<file path="src/core/tpp_defs.svh">
// Register offsets, field layout and reset values of the two-pin port
`ifndef TPP_DEFS_SVH
`define TPP_DEFS_SVH
`define TPP_LATCH_IDX     4'hb
`define TPP_DIR_IDX       4'hc
`define TPP_LATCH_ADDR    12'h02c
`define TPP_DIR_ADDR      12'h030
`define TPP_PIN_COUNT     2
`define TPP_DIR_RESET     2'h0
`define TPP_HTRANS_NONSEQ 2'h2
`define TPP_HTRANS_SEQ    2'h3
`endif

</file>
<file path="src/core/tpp_pkg.sv">
// Types shared by the two-pin port
package tpp_pkg;
    typedef logic [1:0] tpp_pins_t;
    typedef enum logic [1:0] {
        TPP_SEL_NONE  = 2'h0,
        TPP_SEL_LATCH = 2'h1,
        TPP_SEL_DIR   = 2'h3
    } tpp_sel_e;
endpackage : tpp_pkg

</file>
<file path="src/core/tpp_port.sv">
// Two-pin general-purpose port with AHB-Lite register slave
//
// Functional notes
// - A direction bit of 1 drives its pin, a 0 releases it as a high-impedance input.
// - Reset clears both direction bits so every pin starts as an input.
// - Software can read and write the direction bits and reads back what it stored.
// - A data read of a bit whose direction is 1 returns the latch bit.
// - A data read of a bit whose direction is 0 returns the sampled pin level.
// - The latch accepts writes at all times, whatever the direction bits hold.
// - Writing the latch of an input pin changes only the latch, never what is sensed.
// - The port has exactly two pins, each with its own latch bit and direction bit.
// - Reset leaves the latch bits untouched, so they hold no defined value until written.
//
// The implementer's own choice: the AHB-Lite slave port.
`timescale 1ns/10ps
`include "tpp_defs.svh"

module tpp_port #(
    parameter int PINS = `TPP_PIN_COUNT
) (
    input  wire logic              clk,
    input  wire logic              nrst,
    input  wire logic              hsel,
    input  wire logic [11:0]       haddr,
    input  wire logic [1:0]        htrans,
    input  wire logic              hwrite,
    input  wire logic [2:0]        hsize,
    input  wire logic [31:0]       hwdata,
    input  wire logic              hready,
    output logic      [31:0]       hrdata,
    output logic                   hreadyout,
    output logic                   hresp,
    input  wire logic [PINS-1:0]   pinIn,
    output logic      [PINS-1:0]   pinOut,
    output logic      [PINS-1:0]   pinOen_n
);

    // Latch has no reset: plain flop
    logic [PINS-1:0]  pinOutputLatch;
    logic [PINS-1:0]  pinDirectionBits;
    logic [PINS-1:0]  syncA;
    logic [PINS-1:0]  syncB;
    logic [PINS-1:0]  syncC;
    logic [PINS-1:0]  pinLevel;
    logic             wrPend;
    tpp_pkg::tpp_sel_e wrSel;
    logic             latchSeen;

    function automatic tpp_pkg::tpp_sel_e decode(input logic [11:0] a);
        if (a == `TPP_LATCH_ADDR) begin
            return tpp_pkg::TPP_SEL_LATCH;
        end else if (a == `TPP_DIR_ADDR) begin
            return tpp_pkg::TPP_SEL_DIR;
        end
        return tpp_pkg::TPP_SEL_NONE;
    endfunction : decode

    wire              addrPhase = hsel && hready && htrans[1];
    wire tpp_pkg::tpp_sel_e curSel = decode(haddr);
    // Only word accesses are decoded; narrower ones are ignored
    wire              wordAcc   = (hsize == 3'h2);
    wire              doRead    = addrPhase && !hwrite && wordAcc;
    wire              wrLatch   = wrPend && (wrSel == tpp_pkg::TPP_SEL_LATCH);
    wire              wrDir     = wrPend && (wrSel == tpp_pkg::TPP_SEL_DIR);
    // Input pins read the pin, output pins read the latch
    wire [PINS-1:0]   dataView  = (pinDirectionBits & pinOutputLatch)
                                | (~pinDirectionBits & pinLevel);
    // Forward a write still in its data phase, so a pipelined read is not stale
    wire [PINS-1:0]   dirNow    = wrDir ? hwdata[PINS-1:0] : pinDirectionBits;
    wire [PINS-1:0]   latNow    = wrLatch ? hwdata[PINS-1:0] : pinOutputLatch;
    wire [PINS-1:0]   viewNow   = (dirNow & latNow) | (~dirNow & pinLevel);
    wire [31:0]       rdMux     = (curSel == tpp_pkg::TPP_SEL_LATCH) ? 32'(viewNow) :
                                  (curSel == tpp_pkg::TPP_SEL_DIR) ? 32'(dirNow) :
                                  32'h0;

    assign hreadyout = 1'b1;
    assign hresp     = 1'b0;
    assign pinOut    = pinOutputLatch;
    assign pinOen_n  = ~pinDirectionBits;

    always_ff @(posedge clk or negedge nrst) begin
        if (!nrst) begin
            wrPend <= 1'b0;
            wrSel  <= tpp_pkg::TPP_SEL_NONE;
            hrdata <= 32'h0;
        end else begin
            wrPend <= addrPhase && hwrite && wordAcc;
            wrSel  <= curSel;
            hrdata <= doRead ? rdMux : 32'h0;
        end
    end

    always_ff @(posedge clk or negedge nrst) begin
        if (!nrst) begin
            pinDirectionBits <= `TPP_DIR_RESET;
        end else if (wrDir) begin
            pinDirectionBits <= hwdata[PINS-1:0];
        end
    end

    // Written whatever the direction; does not touch the sampled pins
    always_ff @(posedge clk) begin
        if (wrLatch) begin
            pinOutputLatch <= hwdata[PINS-1:0];
        end
    end

    // Three-stage sampler; level updates when stages two and three agree
    always_ff @(posedge clk or negedge nrst) begin
        if (!nrst) begin
            syncA    <= '0;
            syncB    <= '0;
            syncC    <= '0;
            pinLevel <= '0;
        end else begin
            syncA    <= pinIn;
            syncB    <= syncA;
            syncC    <= syncB;
            pinLevel <= (syncB & syncC) | (pinLevel & (syncB ^ syncC));
        end
    end

    // Latch has no reset, so its checks wait for the first write
    always_ff @(posedge clk or negedge nrst) begin
        if (!nrst) begin
            latchSeen <= 1'b0;
        end else if (wrLatch) begin
            latchSeen <= 1'b1;
        end
    end

    a_dir_reset: assert property (
        @(posedge clk)
        $rose(nrst) |-> pinDirectionBits == '0)
        else $error("direction not cleared by reset");

    a_oen_follow: assert property (
        @(posedge clk) disable iff (!nrst)
        pinOen_n == ~pinDirectionBits)
        else $error("output enable does not follow direction");

    a_out_latch: assert property (
        @(posedge clk) disable iff (!nrst)
        latchSeen |-> pinOut == pinOutputLatch)
        else $error("pin drive does not follow latch");

    a_dir_write: assert property (
        @(posedge clk) disable iff (!nrst)
        wrDir |=> pinDirectionBits == $past(hwdata[PINS-1:0]))
        else $error("direction write lost");

    a_dir_hold: assert property (
        @(posedge clk) disable iff (!nrst)
        !wrDir |=> pinDirectionBits == $past(pinDirectionBits))
        else $error("direction changed without write");

    a_latch_write: assert property (
        @(posedge clk) disable iff (!nrst)
        wrLatch |=> pinOut == $past(hwdata[PINS-1:0]))
        else $error("latch write lost");

    a_read_view: assert property (
        @(posedge clk) disable iff (!nrst)
        doRead && curSel == tpp_pkg::TPP_SEL_LATCH
        |=> hrdata[PINS-1:0] == $past(viewNow))
        else $error("data read wrong");

    a_read_pin: assert property (
        @(posedge clk) disable iff (!nrst)
        doRead && curSel == tpp_pkg::TPP_SEL_LATCH && dirNow == '0
        |=> hrdata[PINS-1:0] == $past(pinLevel))
        else $error("input pin read wrong");

    a_level_hold: assert property (
        @(posedge clk) disable iff (!nrst)
        syncB != syncC |=> pinLevel == $past(pinLevel))
        else $error("pin level moved on disagreeing samples");

    a_upper_zero: assert property (
        @(posedge clk) disable iff (!nrst)
        hrdata[31:PINS] == '0)
        else $error("upper bits not zero");

    a_rdata_idle: assert property (
        @(posedge clk) disable iff (!nrst)
        !doRead |=> hrdata == 32'h0)
        else $error("read data outside a read");

    a_bus_okay: assert property (
        @(posedge clk) disable iff (!nrst)
        hreadyout && !hresp)
        else $error("bus answer not ready or not okay");

    a_latch_keep: assert property (
        @(posedge clk) disable iff (!nrst)
        latchSeen && !wrLatch |=> pinOut == $past(pinOut))
        else $error("latch changed without write");

    c_dir_write: cover property (
        @(posedge clk) disable iff (!nrst)
        wrDir);

    c_latch_wr_in: cover property (
        @(posedge clk) disable iff (!nrst)
        wrLatch && pinDirectionBits == '0);

    c_read_mix: cover property (
        @(posedge clk) disable iff (!nrst)
        doRead && pinDirectionBits == 2'h1);

    c_pin_settle: cover property (
        @(posedge clk) disable iff (!nrst)
        syncB != syncC ##1 syncB == syncC);

endmodule : tpp_port

</file>
<file path="config.mk">
export PLATFORM = sky130hd
export DESIGN_NAME = tpp_port
export DESIGN_NICKNAME = d
export VERILOG_FILES = /design/src/core/tpp_pkg.sv /design/src/core/tpp_port.sv
export VERILOG_INCLUDE_DIRS = /design/src /design/src/core
export SDC_FILE = /design/constraint.sdc
export NUM_CORES = 1
export LEC_CHECK = 0
export BUFFER_PORTS_ARGS = -buffer_cell sky130_fd_sc_hd__buf_2
export CAP_MARGIN = 20
export CORE_MARGIN = 2
export CORE_UTILIZATION = 38
export DETAILED_ROUTE_END_ITERATION = 12
export GPL_ROUTABILITY_DRIVEN = 0
export PLACE_DENSITY = 0.85
export SETUP_SLACK_MARGIN = 0.05
export SLEW_MARGIN = 10
export SYNTH_ARGS = -nofsm -noshare
export SYNTH_HDL_FRONTEND = slang
export SYNTH_SLANG_ARGS = --single-unit
</file>
<file path="constraint.sdc">
create_clock -name clk -period 2.2 [get_ports clk]
set_input_delay 0.11 -clock clk [delete_from_list [all_inputs] [get_ports clk]]
set_output_delay 0.11 -clock clk [all_outputs]
set_load 0.02 [all_outputs]
</file>
==> qor.txt <==
Status - finished clean
Final Max Slew Viols - 0
Post-synthesis sequential area ratio - 43.0%
Iter 0 DRT Violations - 4
Cell Pwr Density - 549 nW/um2
Nets - 187
Register bit total from synthesis - 17
CP required - 2370 ps
Diode count - 0
Critical Path Start Type - flop
VDD IR-drop max - 0.401 mV
Cells after Synth - 92
Total number of vias - 699
Worst skew pair latency - 280 ps
Largest net degree at the start of global routing - 16
Global-route usage over all layers - 12.1%
Critical-path maximum fanout - 4
Starting density of the core - 39.7%
RSZ-0062 raised after global routing - false
Synth cell types - 29
Static leakage - 0.621 nW
Final setup violation count - 0
Share of cells above drive strength 1 - 30.5%
Post-CTS setup buffers - 0
# DRC - 0
Endpoint type of the worst setup path - flop
Setup_tns - 0 ps
Largest buffer count on any clock path - 2
Slowest CP cell - dfrtp_1
Antenna viol nets, final - 0
CTS Buf Count - 3
Avg Vias per Cell - 4.42
Synthesized cell area - 966 um2
F_max - 642 MHz
Vias in the first global route - 619
Family with the most delay on the worst path - flip-flops
H-tree depth - 1
Ys Warns - 0
Die X - 54.4 um
Clk pin slew, worst setup/hold paths - 90 ps
Area of the core - 2430 um2
Clock Skew - 3.03 ps
Drt total wl - 1.64 mm
Drt first pass iters - 4
FP Rows - 18
Maxcap violations - 0
Cell count after placement - 150
Layout area overhead - 13.2%
Cells along the critical path - nand3b_2 -> mux2_4 -> nor3b_1 -> o31a_1
Sinks on the clock net - 17
Fin cells - 158
Worst path buffer plus inverter count - 0
Die area - 2960 um2
Initial antenna violation count - 0
IO buf count - 30
CTS tree - yes
Tmin final - 1560 ps
Post-synth EDFFs - 0
Die Y - 54.4 um
Post-route clock period utilization - 70.8%
Ys flop type - dfrtp_1
FFs w/ async S/R, synth - 88.2%
Routed wire per std cell - 10.4 um
Overflow after GRT - 0
Mean Syn Cell Area - 10.5 um2
Crit Path Class - flop to flop
Worst Hold Class - primary input to flop
Wire length of the first global-routing pass - 2.58 mm
Slowest stage delay, CP - 420 ps
I/O pin cnt - 94
Clk root buf - clkbuf_4
Hold Vio Cnt, Final - 0
Worst path arrival time - 1730 ps
==> synth_stat cells, types with 3 or more instances <==
cell type | number | area (um2)
buf_4 | 32 | 240
dfrtp_1 | 15 | 375
inv_1 | 5 | 18.8
nand2_1 | 3 | 11.3
nand4_1 | 3 | 18.8
==> stage by stage <==
stage / hold slack (ps) / worst slack (ps) / power (mW) / utilization [%] / area, um2
6_report: 88.6 / 643 / 0.600 / 45.0 / 1090
5_1_grt: 87.1 / 595 / 0.631 / 45.0 / 1090
4_1_cts: 79.8 / 645 / 0.605 / 45.0 / 1090
3_5_place_dp: 29.6 / 660 / 0.438 / 42.2 / 1030
3_3_place_gp: 20.0 / 692 / 0.433 / 42.2 / 1030
2_1_floorplan: -186 / 763 / 0.445 / - / 1080
==> final cells by class <==
type | instances | area [um2]
clock buffer | 3 | 22.5
clock inverter | 1 | 5.00
fill | 229 | 1340
inverter | 5 | 18.8
multi-input combinational | 68 | 404
sequential | 17 | 415
tap | 30 | 37.5
timing repair buffer | 34 | 190
==> sequential cells by signal, indices dropped and copies added (netlist names) <==
name and flops:
hrdata 2, pinDirectionBits 2, pinLevel 2, pinOut 2, syncA 2, syncB 2
syncC 2, wrSel 2, wrPend 1
==> power by group <==
group | leakage (nW) | switching (mW) | internal, mW
Clock | 0.0177 | 0.0949 | 0.0674
Combinational | 0.402 | 0.0743 | 0.0322
Sequential | 0.201 | 0.00680 | 0.324
Total | 0.621 | 0.176 | 0.424
==> cells by family (layout without fill, tap and decap cells) <==
family                   count (synthesis)  in the layout  share of synthesized area [%]
other                                    2             32                          0.777
flip-flops                              17             17                           43.0
buffers and inverters                   37             43                           26.8
AO/OA/AOI/OAI                            9              9                           7.38
adder cells (fa/ha/maj)                  2              2                           2.59
AND/OR/NAND/NOR                         22             22                           15.7
multiplexers                             3              3                           3.76
==> per-layer routing <==
metal / GRT usage [%] / wire length, um / vias to the layer above
li1: - / - / 326
met4: 5.00 / 18 / 0
met2: 24.1 / 898 / 52
met3: 1.91 / 167 / 2
met1: 12.2 / 557 / 319
met5: 0 / 0 / -
==> final timing paths <==
| check | cells after the start | slack [ps] | start | endpoint |
|---|---|---|---|---|
| worst max-delay path | 4 | 640 | wrSel[1] | hrdata[0] |
| worst min register to register | 0 | 360 | syncA[1] | syncB[1] |
| min in group asynchronous | 2 | 240 | nrst | syncA[1] |
| max in group asynchronous | 2 | 1720 | nrst | wrPend |
| worst max register to register | 4 | 640 | wrSel[1] | hrdata[0] |
| worst min-delay path | 2 | 90 | hwdata[0] | pinOut[0] |
==> what timing repair did <==
| action | in CTS | in global routing |
|---|---|---|
| endpoints found under the hold margin | 18 | 0 |
| gates resized for setup | 0 | 0 |
| hold buffers | 4 | 0 |
| setup endpoints to repair | 0 | 0 |
==> layout by cell type (no fill, tap or decap), types with 2 or more instances in the layout <==
| cell | instances |
|---|---|
| conb_1 | 32 |
| buf_2 | 30 |
| dfrtp_1 | 15 |
| inv_1 | 5 |
| dlygate4sd3_1 | 4 |
| nand4_1 | 3 |
| nand2_1 | 3 |
| clkbuf_4 | 3 |
| a21o_1 | 2 |
| nand3_1 | 2 |
| nor4_1 | 2 |
| and3b_1 | 2 |
| nor3b_1 | 2 |
| nand4b_1 | 2 |
| a21oi_1 | 2 |
| ha_1 | 2 |
| dfxtp_1 | 2 |
No activity file was read; power rests on OpenSTA's default activity.
